===== config.mk =====
export PLATFORM = sky130hd
export DESIGN_NAME = acfr_regs_top
export DESIGN_NICKNAME = d
export VERILOG_FILES = /design/src/verilog/acfr_cal_join.v /design/src/verilog/acfr_reg16.v /design/src/verilog/acfr_regs_top.v
export VERILOG_INCLUDE_DIRS = /design/src /design/src/verilog
export SDC_FILE = /design/constraint.sdc
export NUM_CORES = 1
export LEC_CHECK = 0
export BUFFER_PORTS_ARGS = -buffer_cell sky130_fd_sc_hd__buf_4
export CAP_MARGIN = 20
export CORE_MARGIN = 1.5
export CORE_UTILIZATION = 56
export CTS_BUF_LIST = sky130_fd_sc_hd__clkbuf_4 sky130_fd_sc_hd__clkbuf_8 sky130_fd_sc_hd__clkbuf_16
export DETAILED_ROUTE_END_ITERATION = 6
export PLACE_DENSITY = 0.84
export SLEW_MARGIN = 20
export SYNTH_ARGS = -nofsm -noshare
export SYNTH_HDL_FRONTEND = slang
export SYNTH_SLANG_ARGS = --single-unit
export TNS_END_PERCENT = 30

===== constraint.sdc =====
create_clock -name CORE_CLK -period 3 [get_ports CORE_CLK]
set_input_delay 0.45 -clock CORE_CLK [delete_from_list [all_inputs] [get_ports CORE_CLK]]
set_output_delay 0.45 -clock CORE_CLK [all_outputs]
set_load 0.01 [all_outputs]

===== src/verilog/acfr_defines.vh =====
// Purpose : constants for the channel calibration and configuration register bank
// Assumes : 16-bit registers, one per aligned 32-bit Avalon word, byte address = 4 * index
// Notes   : indices are the printed register offsets; the byte address is four times the index
//
// Function
// - offset high word holds offset bits 23 to 8 in all sixteen bits, read/write.
// - offset low register holds offset bits 7 to 0 in bits 15 to 8.
// - assembled 24-bit offset is a signed two's complement number.
// - assembled 24-bit gain is unsigned, zero to just below two; high word gives bits 23:8.
// - gain low register holds gain bits 7 to 0 in bits 15 to 8.
// - gain high words reset to 8000h; gain low and offset registers reset to 0000h.
// - lower byte of each offset and gain low register always reads zero.
// - configuration bits 15 to 6 hold a signed 10-bit phase delay in modulator cycles.
// - configuration bit 2 set disables high-pass for this channel; clear follows global.
// - configuration bits 1:0 pick own pins, shorted, positive test, negative test.
// - configuration bits 5 to 3 are reserved and always read zero.
// - channel 2 configuration sits at index 13h and resets to 0000h.
`ifndef ACFR_DEFINES_VH
`define ACFR_DEFINES_VH

// register indices
`define ACFR_IDX_FIRST            6'h10
`define ACFR_IDX_LAST             6'h16
`define ACFR_NUM_REGS             7
`define ACFR_IDX_CH1_OFFSET_LOW   6'h10
`define ACFR_IDX_CH1_GAIN_HIGH    6'h11
`define ACFR_IDX_CH1_GAIN_LOW     6'h12
`define ACFR_IDX_CH2_CONFIG       6'h13
`define ACFR_IDX_CH2_OFFSET_HIGH  6'h14
`define ACFR_IDX_CH2_OFFSET_LOW   6'h15
`define ACFR_IDX_CH2_GAIN_HIGH    6'h16

// reset values
`define ACFR_RST_GAIN_HIGH        16'h8000
`define ACFR_RST_ZERO             16'h0000

// writable bit masks
`define ACFR_MASK_FULL            16'hffff
`define ACFR_MASK_LOW_BYTE_REG    16'hff00
`define ACFR_MASK_CONFIG          16'hffc7

// configuration field positions
`define ACFR_CFG_DELAY_HI         15
`define ACFR_CFG_DELAY_LO         6
`define ACFR_CFG_HIGHPASS_OFF     2
`define ACFR_CFG_SEL_HI           1
`define ACFR_CFG_SEL_LO           0

// input selector codes
`define ACFR_SEL_PINS             2'h0
`define ACFR_SEL_SHORTED          2'h1
`define ACFR_SEL_TEST_POS         2'h2
`define ACFR_SEL_TEST_NEG         2'h3

`endif


===== src/verilog/acfr_cal_join.v =====
// Purpose : joins a high word and a low byte into a registered 24-bit calibration value
// Assumes : low byte sits in bits 15:8 of its register
// Notes   : signed values are sign-extended to 32 bits; output lags the registers by one cycle
`timescale 1ns/100ps
`default_nettype none
module acfr_cal_join #(
    parameter IS_SIGNED = 0
) (
    input  wire        clk,
    input  wire        rst,
    input  wire [15:0] high_word,
    input  wire [15:0] low_reg,
    input  wire [23:0] reset_val,
    output wire [31:0] value
);
    reg  [31:0] value_r;
    wire [23:0] joined;
    wire [7:0]  ext;

    // bits 23:8 from the high word, bits 7:0 from the low register upper byte
    assign joined = {high_word, low_reg[15:8]};
    assign ext    = (IS_SIGNED != 0) ? {8{joined[23]}} : 8'h00;

    // registered output of the assembled value, reset to the register bank's own reset value
    always @(posedge clk) begin
        if (rst) begin
            value_r <= {((IS_SIGNED != 0) ? {8{reset_val[23]}} : 8'h00), reset_val};
        end else begin
            value_r <= {ext, joined};
        end
    end

    assign value = value_r;
endmodule
`default_nettype wire


===== src/verilog/acfr_reg16.v =====
// Purpose : one 16-bit software register with a writable-bit mask
// Assumes : synchronous active-high reset, byte-lane write strobes expanded to bits
// Notes   : bits outside the mask are constant zero and ignore writes
`timescale 1ns/100ps
`default_nettype none
module acfr_reg16 #(
    parameter [15:0] RESET_VAL = 16'h0000,
    parameter [15:0] WR_MASK   = 16'hffff
) (
    input  wire        clk,
    input  wire        rst,
    input  wire        wr_en,
    input  wire [15:0] wr_data,
    input  wire [15:0] wr_bits,
    output wire [15:0] q
);
    reg  [15:0] q_r;
    wire [15:0] keep_m;

    // only bits both strobed and writable take new data
    assign keep_m = wr_bits & WR_MASK;

    // register update, reserved bits forced to zero
    always @(posedge clk) begin
        if (rst) begin
            q_r <= RESET_VAL & WR_MASK;
        end else if (wr_en) begin
            q_r <= ((q_r & ~keep_m) | (wr_data & keep_m)) & WR_MASK;
        end
    end

    assign q = q_r;
endmodule
`default_nettype wire


===== src/verilog/acfr_regs_top.v =====
// Purpose : channel calibration and configuration register bank behind an Avalon-MM slave
// Assumes : 32-bit Avalon data, byte addresses, one wait state on every access
// Notes   : unmapped words read zero and ignore writes; data bits 31:16 read zero
`timescale 1ns/100ps
`include "acfr_defines.vh"
`default_nettype none
module acfr_regs_top (
    input  wire        CORE_CLK,
    input  wire        RESET,
    input  wire [7:0]  AVS_ADDRESS,
    input  wire        AVS_READ,
    input  wire        AVS_WRITE,
    input  wire [31:0] AVS_WRITEDATA,
    input  wire [3:0]  AVS_BYTEENABLE,
    output wire [31:0] AVS_READDATA,
    output wire        AVS_WAITREQUEST,
    input  wire        GLOBAL_HIGHPASS_SETTING,
    output wire [7:0]  CH1_OFFSET_LOW_FIELD,
    output wire [23:0] CH1_GAIN,
    output wire [31:0] CH2_OFFSET,
    output wire [15:0] CH2_GAIN_HIGH_FIELD,
    output wire [9:0]  CH2_DELAY_FIELD,
    output wire        CH2_HIGHPASS_OFF,
    output wire        CH2_HIGHPASS_ACTIVE,
    output wire [1:0]  CH2_INPUT_SELECT,
    output wire [3:0]  CH2_INPUT_ONEHOT
);
    localparam NREG = `ACFR_NUM_REGS;

    // reset values, register 0 in the low slice
    localparam [NREG*16-1:0] RST_ALL = {
        `ACFR_RST_GAIN_HIGH,     // ch2 gain high
        `ACFR_RST_ZERO,          // ch2 offset low
        `ACFR_RST_ZERO,          // ch2 offset high
        `ACFR_RST_ZERO,          // ch2 config
        `ACFR_RST_ZERO,          // ch1 gain low
        `ACFR_RST_GAIN_HIGH,     // ch1 gain high
        `ACFR_RST_ZERO           // ch1 offset low
    };

    // writable masks, reserved bits excluded
    localparam [NREG*16-1:0] MASK_ALL = {
        `ACFR_MASK_FULL,
        `ACFR_MASK_LOW_BYTE_REG,
        `ACFR_MASK_FULL,
        `ACFR_MASK_CONFIG,
        `ACFR_MASK_LOW_BYTE_REG,
        `ACFR_MASK_FULL,
        `ACFR_MASK_LOW_BYTE_REG
    };

    // address decode: one-hot select of the addressed register, zero when unmapped
    function [NREG-1:0] reg_select;
        input [7:0] addr;
        reg   [5:0] idx;
        reg   [5:0] rel;
        begin
            idx        = addr[7:2];
            rel        = idx - `ACFR_IDX_FIRST;
            reg_select = {NREG{1'b0}};
            if ((idx >= `ACFR_IDX_FIRST) && (idx <= `ACFR_IDX_LAST)) begin
                reg_select[rel[2:0]] = 1'b1;
            end
        end
    endfunction

    // selector decode into one line per input source
    function [3:0] input_decode;
        input [1:0] sel;
        begin
            case (sel)
                `ACFR_SEL_PINS:     input_decode = 4'h1;
                `ACFR_SEL_SHORTED:  input_decode = 4'h2;
                `ACFR_SEL_TEST_POS: input_decode = 4'h4;
                `ACFR_SEL_TEST_NEG: input_decode = 4'h8;
                default:            input_decode = 4'h1;
            endcase
        end
    endfunction

    reg                 ack_r;
    wire                ack_nxt;
    reg  [31:0]         rdata_r;
    reg  [31:0]         rdata_nxt;
    wire                req;
    wire                commit;
    wire [NREG-1:0]     sel_now;
    wire [15:0]         wr_bits;
    wire [NREG*16-1:0]  reg_q_all;
    wire [15:0]         q_ch1_off_lo;
    wire [15:0]         q_ch1_gain_hi;
    wire [15:0]         q_ch1_gain_lo;
    wire [15:0]         q_ch2_config;
    wire [15:0]         q_ch2_off_hi;
    wire [15:0]         q_ch2_off_lo;
    wire [15:0]         q_ch2_gain_hi;
    wire [31:0]         ch1_gain_w;
    integer             k;

    // one wait state: ack rises the cycle after a request and drops after the handshake
    assign req             = AVS_READ | AVS_WRITE;
    assign ack_nxt         = req & ~ack_r;
    assign AVS_WAITREQUEST = req & ~ack_r;
    assign commit          = AVS_WRITE & ack_r;
    assign sel_now         = reg_select(AVS_ADDRESS);

    // byte enables 0 and 1 cover the 16 data bits
    assign wr_bits = {{8{AVS_BYTEENABLE[1]}}, {8{AVS_BYTEENABLE[0]}}};

    // handshake state
    always @(posedge CORE_CLK) begin
        if (RESET) begin
            ack_r <= 1'b0;
        end else begin
            ack_r <= ack_nxt;
        end
    end

    // register array, each with its own reset value and writable mask
    genvar gi;
    generate
        for (gi = 0; gi < NREG; gi = gi + 1) begin : g_reg
            acfr_reg16 #(
                .RESET_VAL (RST_ALL[gi*16 +: 16]),
                .WR_MASK   (MASK_ALL[gi*16 +: 16])
            ) u_reg (
                .clk     (CORE_CLK),
                .rst     (RESET),
                .wr_en   (commit & sel_now[gi]),
                .wr_data (AVS_WRITEDATA[15:0]),
                .wr_bits (wr_bits),
                .q       (reg_q_all[gi*16 +: 16])
            );
        end
    endgenerate

    // named views of the array
    assign q_ch1_off_lo  = reg_q_all[0*16 +: 16];
    assign q_ch1_gain_hi = reg_q_all[1*16 +: 16];
    assign q_ch1_gain_lo = reg_q_all[2*16 +: 16];
    assign q_ch2_config     = reg_q_all[3*16 +: 16];
    assign q_ch2_off_hi  = reg_q_all[4*16 +: 16];
    assign q_ch2_off_lo  = reg_q_all[5*16 +: 16];
    assign q_ch2_gain_hi = reg_q_all[6*16 +: 16];

    // read mux; reserved bits are already zero in storage, upper half is zero
    always @* begin
        rdata_nxt = 32'h00000000;
        for (k = 0; k < NREG; k = k + 1) begin
            if (sel_now[k]) begin
                rdata_nxt = {16'h0000, reg_q_all[k*16 +: 16]};
            end
        end
    end

    // read data captured as ack rises, held through the handshake edge
    always @(posedge CORE_CLK) begin
        if (RESET) begin
            rdata_r <= 32'h00000000;
        end else if (AVS_READ & ~ack_r) begin
            rdata_r <= rdata_nxt;
        end
    end

    assign AVS_READDATA = rdata_r;

    // ch1 gain: unsigned 24-bit from high word and low register
    acfr_cal_join #(
        .IS_SIGNED (0)
    ) u_ch1_gain (
        .clk       (CORE_CLK),
        .rst       (RESET),
        .high_word (q_ch1_gain_hi),
        .low_reg   (q_ch1_gain_lo),
        .reset_val ({`ACFR_RST_GAIN_HIGH, 8'h00}),
        .value     (ch1_gain_w)
    );

    assign CH1_GAIN = ch1_gain_w[23:0];

    // ch2 offset: signed 24-bit, sign-extended
    acfr_cal_join #(
        .IS_SIGNED (1)
    ) u_ch2_offset (
        .clk       (CORE_CLK),
        .rst       (RESET),
        .high_word (q_ch2_off_hi),
        .low_reg   (q_ch2_off_lo),
        .reset_val ({`ACFR_RST_ZERO, 8'h00}),
        .value     (CH2_OFFSET)
    );

    // ch2 configuration fields, derived controls, ch1 offset low and ch2 gain high fields, registered
    reg [9:0] delay_r;
    reg       hp_off_r;
    reg       hp_active_r;
    reg [1:0] sel_r;
    reg [3:0] onehot_r;
    reg [7:0] ch1_off_lo_r;
    reg [15:0] ch2_gain_hi_r;

    always @(posedge CORE_CLK) begin
        if (RESET) begin
            delay_r       <= 10'h000;
            hp_off_r      <= 1'b0;
            hp_active_r   <= 1'b0;
            sel_r         <= 2'h0;
            onehot_r      <= 4'h1;
            ch1_off_lo_r  <= 8'h00;
            ch2_gain_hi_r <= `ACFR_RST_GAIN_HIGH;
        end else begin
            delay_r       <= q_ch2_config[`ACFR_CFG_DELAY_HI:`ACFR_CFG_DELAY_LO];
            hp_off_r      <= q_ch2_config[`ACFR_CFG_HIGHPASS_OFF];
            hp_active_r   <= GLOBAL_HIGHPASS_SETTING & ~q_ch2_config[`ACFR_CFG_HIGHPASS_OFF];
            sel_r         <= q_ch2_config[`ACFR_CFG_SEL_HI:`ACFR_CFG_SEL_LO];
            onehot_r      <= input_decode(q_ch2_config[`ACFR_CFG_SEL_HI:`ACFR_CFG_SEL_LO]);
            ch1_off_lo_r  <= q_ch1_off_lo[15:8];
            ch2_gain_hi_r <= q_ch2_gain_hi;
        end
    end

    // reserved config bits 5:3 are outside the writable mask and never reach a field
    assign CH2_DELAY_FIELD      = delay_r;
    assign CH2_HIGHPASS_OFF     = hp_off_r;
    assign CH2_HIGHPASS_ACTIVE  = hp_active_r;
    assign CH2_INPUT_SELECT     = sel_r;
    assign CH2_INPUT_ONEHOT     = onehot_r;
    assign CH1_OFFSET_LOW_FIELD = ch1_off_lo_r;
    assign CH2_GAIN_HIGH_FIELD  = ch2_gain_hi_r;
endmodule
`default_nettype wire

### After elaboration in Yosys (flattened, before gate mapping)

Cells that the tools add are included.

| operators by class | value |
|---|---|
| $add $sub $neg | 1 |
| $lt $le $gt $ge | 4 |
| equality and inequality tests | 3 |
| multiplexer cells | 11 |
| bitwise gates (word level) | 34 |
| reductions and logical operators | 3 |

Operator list:

| kind | number |
|---|---|
| 32-bit two-way mux | 6 |
| 16-bit bitwise AND | 10 |
| 16-bit OR | 7 |
| 16-bit NOT | 3 |
| 16-bit two-way mux | 1 |
| 4-bit case mux with 4 select lines | 1 |
| 1-bit bitwise AND | 11 |
| 7-bit two-way mux | 1 |
| 6-bit by 5-bit >= comparator with 1-bit output, second input constant | 1 |
| 6-bit by 5-bit <= comparator with 1-bit output, second input constant | 1 |
| 2-bit == test, second input constant | 2 |
| 3-bit by 4-bit < comparator with 1-bit output, second input constant | 1 |
| 1-bit demux with 3-bit select | 1 |
| 3-bit by 1-bit >= comparator with 1-bit output, second input constant | 1 |
| 3-bit by 1-bit subtractor with 3-bit output, second input constant | 1 |
| 2-bit by 1-bit == test with 1-bit output, second input constant | 1 |
| 1-bit logical AND | 2 |
| 2-bit logical NOT | 1 |
| 1-bit NOT | 2 |
| 1-bit two-way mux | 1 |
| 1-bit OR | 1 |

| word-level totals | value |
|---|---|
| register bits after elaboration | 208 |
| input bits | 49 |
| output and inout port bits | 131 |
| word-level logic and storage cells | 74 |

### Logic depth before layout (Yosys ltp)

Gate-level depths: netlist (run 1).

| logic depth | value |
|---|---|
| depth after elaboration | 13 |
| depth in mapped cells | 7 |
| depth with buffers taken out | 5 |

### Modules after synthesis

A second synthesis (run 1) with hierarchy kept.

| second synthesis, totals | value |
|---|---|
| cells, all modules | 867 |
| area total of the unflattened synthesis | 8785.9 µm² |

By module, submodules not included:

| module | instances | cells an instance | area each (µm²) | sequential area each (µm²) |
|---|---|---|---|---|
| acfr_regs_top | 1 | 351 | 2971.6 | 1181.1 |
| acfr_reg16 at g_reg[1].u_reg ... | 2 | 68 | 693.2 | 320.3 |
| acfr_reg16 at g_reg[0].u_reg ... | 3 | 44 | 410.4 | 160.2 |
| acfr_cal_join at u_ch1_gain | 1 | 60 | 940.9 | 480.5 |
| acfr_cal_join at u_ch2_offset | 1 | 59 | 937.1 | 480.5 |
| acfr_reg16 at g_reg[4].u_reg | 1 | 69 | 710.7 | 320.3 |
| acfr_reg16 at g_reg[3].u_reg | 1 | 60 | 608.1 | 260.2 |

### Worst setup path before layout (run 1)

No wires, ideal clock.

| timing path | value |
|---|---|
| kind | input-to-reg |
| from | input AVS_ADDRESS[7] |
| to | register (tool-made name) |
| setup time | 0.121 ns |
| data arrival time | 1.740 ns |
| data required time | 2.879 ns |
| path slack | 1.138 ns |
| stages on the path | 5 |
| path buffers | 1 |
| cells stage by stage | nor3b_2 > nand2_4 > or4_1 > buf_6 > mux2_4 |

RTL lines:

| item | line | RTL |
|---|---|---|
| start, declared | acfr_regs_top.v:10 | `input wire [7:0] AVS_ADDRESS,` |

==> flow_summary.json, run 1 <==
{
  "synth_mux_area_share_pct": 11.9,
  "worst_pin_slew_ns": 0.796,
  "final_cell_mix": "192 x dfxtp_1, 150 x buf_4, 92 x nor2b_1",
  "fp.dieArea_um2": 13200,
  "final_common_cell": "dfxtp_1",
  "relSlewSlack_pct": 46.9,
  "netlist_instances": 666,
  "wl_mm": 16.6,
  "p_sw_share_pct": 21.1,
  "status": "finished clean",
  "synth_top_area_share_pct": 55.0,
  "diodes": 0,
  "insertion_delay_ns": 0.43,
  "die_y_um": 115,
  "worstPathMaxFanout": 10,
  "setup-violations-final": 0,
  "seq_area_um2": 3840,
  "comb_power_share_pct": 4.7,
  "leakage_nw": 3.70,
  "cts_setup_buffers": 0,
  "setup_ws_ns": 0.929,
  "final_max_slew_viol_count": 0,
  "place_ws_ns": 0.548,
  "ir_worst_vdd_mv": 0.400,
  "synthArstFlopShare_pct": 0,
  "grt-ovfl-total": 0,
  "end_kind": "flip-flop",
  "num_vias": 5321,
  "cts_hold_buffers": 0,
  "clock-sinks": 192,
  "synth_simple_gate_area_share_pct": 19.9,
  "num_rows": 40,
  "dpl_cell_area_um2": 8060,
  "internal_power_w": 0.00410,
  "whs_ns": 0.259,
  "multi_input_area_um2": 2840,
  "synth_top_area_cell": "dfxtp_1",
  "drv_cap": 0,
  "ys_types": 49,
  "synth_ff_type": "dfxtp_1",
  "drive_above_1_share_pct": 30.3,
  "yosys_warnings": 0,
  "synth_xor_area_share_pct": 0,
  "clockBufferDepth": 2,
  "wl_per_cell_um": 17.0,
  "period_share_pct": 69.0,
  "n_fill_cell": 828,
  "avgSynthCellArea_um2": 10.5,
  "hold_path.class": "input port to flip-flop",
  "hpwl_mm": 11.5,
  "drc_errors": 0,
  "setup_tns_ns": 0,
  "drt-initial-drc-count": 429,
  "fp.dieW_um": 115,
  "path_class": "input port to flip-flop",
  "synth_compound_area_share_pct": 7.93,
  "first_global_vias": 5185,
  "crit_path_start_kind": "input port",
  "synth_area_leaders": "dfxtp_1 55%, nor2b_1 8.2%, mux2_2 5.0%",
  "clkTransAtPathRegs_ns": 0.06,
  "cts-resized-gates": 0,
  "core_um2": 12100,
  "rsz0062_at_grt": "false",
  "p_sw_w": 0.00110,
  "netlist_area_um2": 6990,
  "synth_seq_cells": 192,
  "p_per_area_nw_per_um2": 598,
  "clock_power_share_pct": 45.8,
  "worstPathRequired_ns": 3.35,
  "fin_skew_ns": 0.00623,
  "hold_viol": 0,
  "boundaryPins": 180,
  "max_freq_ghz": 0.483,
  "track_usage_pct": 25.6,
  "vias_per_cell": 5.46,
  "antenna_found_initial": 0,
  "start_util_pct": 57.7,
  "globalplace.congestion": 0.897,
  "nets": 842,
  "grt_pass1_wl_mm": 25.9,
  "syn2layout_area_growth_pct": 24.3,
  "cts_tree": "yes",
  "cp.arrival_ns": 2.42,
  "synth_edf_count": 0,
  "synth_fa_ha_area_share_pct": 0,
  "port_buffers": 143,
  "h-tree-depth": 4,
  "ys_seq_area_share_pct": 55.0,
  "drtPass1Iterations": 5,
  "final_cell_area_um2": 8690,
  "ant_nets": 0,
  "synth_top_family_by_area": "simple AND/OR/NAND/NOR gates",
  "cts-buffers-inserted": 17,
  "finalCriticalPeriod_ns": 2.07,
  "sequentialPowerShare_pct": 49.5,
  "cts_root_buf": "clkbuf_16",
  "grt_max_degree": 77
}
==> per-stage QoR <==
stage               cells  total power [W]  utilization [%]
CTS                   974          0.00521             71.7
detailed placement    942          0.00287             66.5
global placement      942          0.00286             66.5
finish                974          0.00520             71.7
floorplan             681          0.00279                -
global route          974          0.00534             71.7
==> final cells by class <==
class	count	share of cell area, %
clock inverter	10	1.84
tap	168	2.42
inverter	6	0.259
timing repair buffer	151	13.2
clock buffer	22	5.40
sequential	192	44.2
multi-input combinational	425	32.7
==> cells by family (layout without fill, tap and decap cells) <==
kind of cell | Yosys count | count (layout)
buf+inv | 64 | 189
compound gates | 83 | 83
simple gates | 253 | 253
other cells | 1 | 16
flops | 192 | 192
mux | 73 | 73
==> critical path: stages <==
cell,delay (ns)
buf_4,0.11
or3b_1,0.68
nor3_4,0.49
and2_1,0.38
nand2_1,0.11
a21oi_1,0.18
==> power by group through the flow <==
stage / sequential, W / clock [W] / combinational [W]
2_1_floorplan: 0.00263 / 0 / 0.000153
3_3_place_gp: 0.00263 / 0 / 0.000233
3_5_place_dp: 0.00263 / 0 / 0.000240
4_1_cts: 0.00257 / 0.00239 / 0.000242
5_1_grt: 0.00257 / 0.00250 / 0.000264
6_report: 0.00257 / 0.00238 / 0.000246
==> routing by layer <==
metal  global-route usage [%]  part of all wire, %
met2                     41.9                   48
met1                     32.2                   40
met5                        0                    0
met4                     11.9                  2.9
met3                     6.17                  8.5
==> worst paths after layout <==
| path | start | to | slack (ns) | cells past startpoint |
|---|---|---|---|---|
| max | AVS_ADDRESS[7] | flip-flop | 0.93 | 6 |
| min | AVS_WRITEDATA[15] | flip-flop | 0.26 | 2 |
| max reg2reg | ack_r | flip-flop | 0.96 | 4 |
| min reg2reg | flip-flop | flip-flop | 0.47 | 2 |
==> synth_stat cells (2+ instances only) <==
cell type	number
nand3_2	2
dfxtp_1	192
buf_4	28
nor4_4	2
mux2_4	8
nor3_4	3
o221ai_1	4
nand2_1	62
o22ai_1	5
nor2_2	2
clkbuf_1	20
or2_2	3
buf_2	5
buf_6	2
a32o_1	3
mux2_2	31
and2_1	3
a21oi_1	29
nor2b_1	92
nor2_1	49
nand2b_1	8
o21ai_0	15
a221oi_1	10
a21o_1	2
o211ai_1	2
a32oi_1	4
mux2i_1	32
buf_1	3
inv_1	6
nor3_2	2
nand3_1	4
nor3b_1	2
nor3_1	11
mux4_2	2
a22o_1	4
Power figures use the tool's default switching activity.
==> inputs of run 2 (changes only) <==
Settings changed: CORE_UTILIZATION 56 to 52, PLACE_DENSITY 0.84 to 0.79.
Clock period 3 ns to 2.14 ns, I/O delays scaled along.
==> flow_summary.json, run 2 (synthesis gave the netlist of run 1 again) <==
{
  "path_class": "flip-flop to flip-flop",
  "period_share_pct": 87.6,
  "setup_tns_ns": 0,
  "end_kind": "flip-flop",
  "port_buffers": 143,
  "cp_cell_sequence": "and3_2 -> nand2_4 -> buf_4 -> nor3_4 -> mux2_2",
  "num_rows": 42,
  "relSlewSlack_pct": 58.2,
  "drive_above_1_share_pct": 31.5,
  "grt_max_degree": 77,
  "diodes": 0,
  "drc_errors": 0,
  "cts-buffers-inserted": 17,
  "crit_path_start_kind": "flip-flop",
  "die_y_um": 119,
  "num_vias": 5220,
  "grt_pass1_wl_mm": 26.6,
  "boundaryPins": 180,
  "finalCriticalPeriod_ns": 1.87,
  "drt-initial-drc-count": 345,
  "setup-violations-final": 0,
  "globalplace.congestion": 0.869,
  "finalPower_w": 0.00731,
  "worstPathRequired_ns": 2.45,
  "status": "finished clean",
  "cts_hold_buffers": 0,
  "slowest_delay_ns": 0.43,
  "final_cell_mix": "192 x dfxtp_1, 164 x buf_4, 92 x nor2b_1",
  "ir_worst_vdd_mv": 0.528,
  "place_ws_ns": 0.141,
  "setup_ws_ns": 0.266,
  "fin_skew_ns": 0.00892,
  "final_max_slew_viol_count": 0,
  "fp.dieW_um": 119,
  "clockBufferDepth": 2,
  "worst_pin_slew_ns": 0.622,
  "nets": 857,
  "hold_path.class": "input port to flip-flop",
  "insertion_delay_ns": 0.43,
  "cts_tree": "yes",
  "syn2layout_area_growth_pct": 26.3,
  "whs_ns": 0.136,
  "max_freq_ghz": 0.534,
  "vias_per_cell": 5.24,
  "fin_util_pct": 67.0,
  "rsz0062_at_grt": "false",
  "cts-resized-gates": 0,
  "first_global_vias": 5259,
  "drtPass1Iterations": 5,
  "clock-sinks": 192,
  "crit_slowest_cell": "nor3_4",
  "core_um2": 13200,
  "wl_per_cell_um": 16.6,
  "start_util_pct": 53.0,
  "grt-ovfl-total": 0,
  "p_per_area_nw_per_um2": 828,
  "track_usage_pct": 24.2,
  "ant_nets": 0,
  "cp.arrival_ns": 2.19,
  "drv_cap": 0,
  "hold_viol": 0,
  "clkTransAtPathRegs_ns": 0.07,
  "final_common_cell": "dfxtp_1",
  "cts_setup_buffers": 0,
  "leakage_nw": 3.78,
  "cts_root_buf": "clkbuf_16",
  "wl_mm": 16.5,
  "antenna_found_initial": 0,
  "worstPathMaxFanout": 9,
  "hpwl_mm": 11.8,
  "fp.dieArea_um2": 14200,
  "h-tree-depth": 4
}
-- run 2: cell count changes in the layout (fill, tap and decap cells not counted) --
cell	before	now
buf_12	1	2
clkbuf_4	4	2
clkinv_2	2	1
buf_4	150	164
clkinv_4	0	3
inv_6	0	1
clkinvlp_4	4	3
-- run 2: layer usage --
metal / global-route usage [%] / share of wire [%] / vias up
met5: 0 / 0 / -
met4: 11.1 / 3.0 / 0
met3: 5.12 / 5.4 / 36
met2: 40.8 / 49 / 201
met1: 29.7 / 42 / 2476
li1: - / - / 2507
-- run 2: metrics by stage --
step | area (um^2) | cells
after global placement | 8200 | 965
after CTS | 8830 | 997
final | 8830 | 997
after floorplan | 7050 | 681
after global routing | 8830 | 997
after detailed placement | 8200 | 965
-- run 2: layout make-up --
type / count / area (um^2)
clock inverter: 12 / 183
sequential: 192 / 3840
multi-input combinational: 425 / 2840
tap: 176 / 220
inverter: 6 / 22.5
timing repair buffer: 166 / 1270
fill: 987 / 4360
clock buffer: 20 / 454
-- run 2: final timing paths --
check	startpoint	endpoint	slack [ns]	cells past startpoint
max	ack_r	flip-flop	0.27	5
min	AVS_WRITEDATA[15]	flip-flop	0.14	2
max reg2reg	ack_r	flip-flop	0.27	5
min reg2reg	flip-flop	flip-flop	0.47	2
-- run 2: where the power goes --
| group | leakage (nW) | total, W | switching, W | internal (W) |
|---|---|---|---|---|
| clock | 0.304 | 0.00334 | 0.00133 | 0.00202 |
| combinational | 1.92 | 0.000358 | 0.000225 | 0.000133 |
| sequential | 1.55 | 0.00361 | 0.0000143 | 0.00359 |
-- run 2: worst max-delay path, delay by kind of cell (launching register included) --
family                 cells  cell delay (ns)
and+or+nand+nor            3             0.78
buffers and inverters      1             0.17
muxes                      1             0.40
DFF                        1             0.41
==> inputs of run 3 (changes only) <==
Clock period 2.14 ns to 2.15 ns, I/O delays scaled along.
==> flow_summary.json, run 3 (synthesis gave the netlist of run 1 again) <==
{
  "drc_errors": 0,
  "clockBufferDepth": 2,
  "vias_per_cell": 5.30,
  "setup-violations-final": 0,
  "cts_hold_buffers": 0,
  "crit_path_start_kind": "flip-flop",
  "cts_setup_buffers": 0,
  "drive_above_1_share_pct": 31.5,
  "boundaryPins": 180,
  "grt_pass1_wl_mm": 26.5,
  "cts-buffers-inserted": 17,
  "clock-sinks": 192,
  "status": "finished clean",
  "seq_area_um2": 3840,
  "insertion_delay_ns": 0.43,
  "multi_input_area_um2": 2840,
  "core_um2": 13200,
  "path_class": "flip-flop to flip-flop",
  "fp.dieW_um": 119,
  "h-tree-depth": 4,
  "ant_nets": 0,
  "cp_cell_sequence": "and3_2 -> nand2_4 -> buf_4 -> nor3_4 -> mux2_2",
  "start_util_pct": 53.0,
  "grt_max_degree": 77,
  "fin_util_pct": 66.5,
  "cts-resized-gates": 0,
  "track_usage_pct": 24.1,
  "fp.dieArea_um2": 14200,
  "max_freq_ghz": 0.540,
  "relSlewSlack_pct": 61.3,
  "num_rows": 42,
  "port_buffers": 143,
  "cts_root_buf": "clkbuf_16",
  "final_common_cell": "dfxtp_1",
  "hpwl_mm": 11.6,
  "worstPathRequired_ns": 2.47,
  "num_vias": 5274,
  "rsz0062_at_grt": "false",
  "slowest_delay_ns": 0.43,
  "syn2layout_area_growth_pct": 25.4,
  "wl_mm": 16.4,
  "crit_slowest_cell": "nor3_4",
  "grt-ovfl-total": 0,
  "period_share_pct": 86.2,
  "antenna_found_initial": 0,
  "final_cell_mix": "192 x dfxtp_1, 163 x buf_4, 92 x nor2b_1",
  "globalplace.congestion": 0.868,
  "fin_skew_ns": 0.00811,
  "drtPass1Iterations": 5,
  "p_per_area_nw_per_um2": 798,
  "leakage_nw": 3.74,
  "finalCriticalPeriod_ns": 1.85,
  "setup_tns_ns": 0,
  "cp.arrival_ns": 2.17,
  "wl_per_cell_um": 16.4,
  "worstPathMaxFanout": 9,
  "cts_tree": "yes",
  "drt-initial-drc-count": 356,
  "drv_cap": 0,
  "ir_worst_vdd_mv": 0.538,
  "hold_path.class": "input port to flip-flop",
  "die_y_um": 119,
  "worst_pin_slew_ns": 0.579,
  "end_kind": "flip-flop",
  "first_global_vias": 5189,
  "hold_viol": 0,
  "nets": 856,
  "clkTransAtPathRegs_ns": 0.07,
  "diodes": 0,
  "n_fill_cell": 1019,
  "final_max_slew_viol_count": 0
}
[run 3: cell type report]
cell class	instances	share of cell area, %
well taps	176	2.51
clock buffers	19	5.02
multi-input cells	425	32.4
repair buffers	165	14.4
flip-flops and latches	192	43.8
clock inverters	13	1.58
inverters	6	0.257
[run 3: critical path, delay by kind of cell, from the launching register on]
family        cells  cell delay (ns)
flops             1             0.40
simple gates      3             0.77
mux               1             0.40
buf+inv           1             0.17
[run 3: path summary, 6_finish.rpt]
path                            slack (ns)              start         to  cells past startpoint
worst max-delay path                  0.30              ack_r  flip-flop                      5
worst min-delay path                  0.14  AVS_WRITEDATA[15]  flip-flop                      2
worst max register to register        0.30              ack_r  flip-flop                      5
worst min register to register        0.47          flip-flop  flip-flop                      2
[run 3: power by group]
part           switching (W)  internal, W
clock network        0.00132      0.00174
logic               0.000226     0.000131
registers          0.0000141      0.00358
[run 3: layer usage]
layer	part of all wire, %	GRT usage (%)	vias to the layer above
li1	-	-	2507
met4	3.3	12.8	0
met2	49	39.4	221
met3	6.0	5.27	44
met1	42	29.9	2502
met5	0	0	-
[run 3: through the flow]
step	setup WS (ns)	hold WS (ns)	power, W	std cells	cell area, um^2
global route	0.190	0.133	0.00722	996	8770
detailed placement	0.148	0.458	0.00402	964	8190
finish	0.297	0.139	0.00700	996	8770
floorplan	0.416	0.426	0.00389	681	7050
global placement	0.193	0.451	0.00401	964	8190
CTS	0.302	0.128	0.00704	996	8770
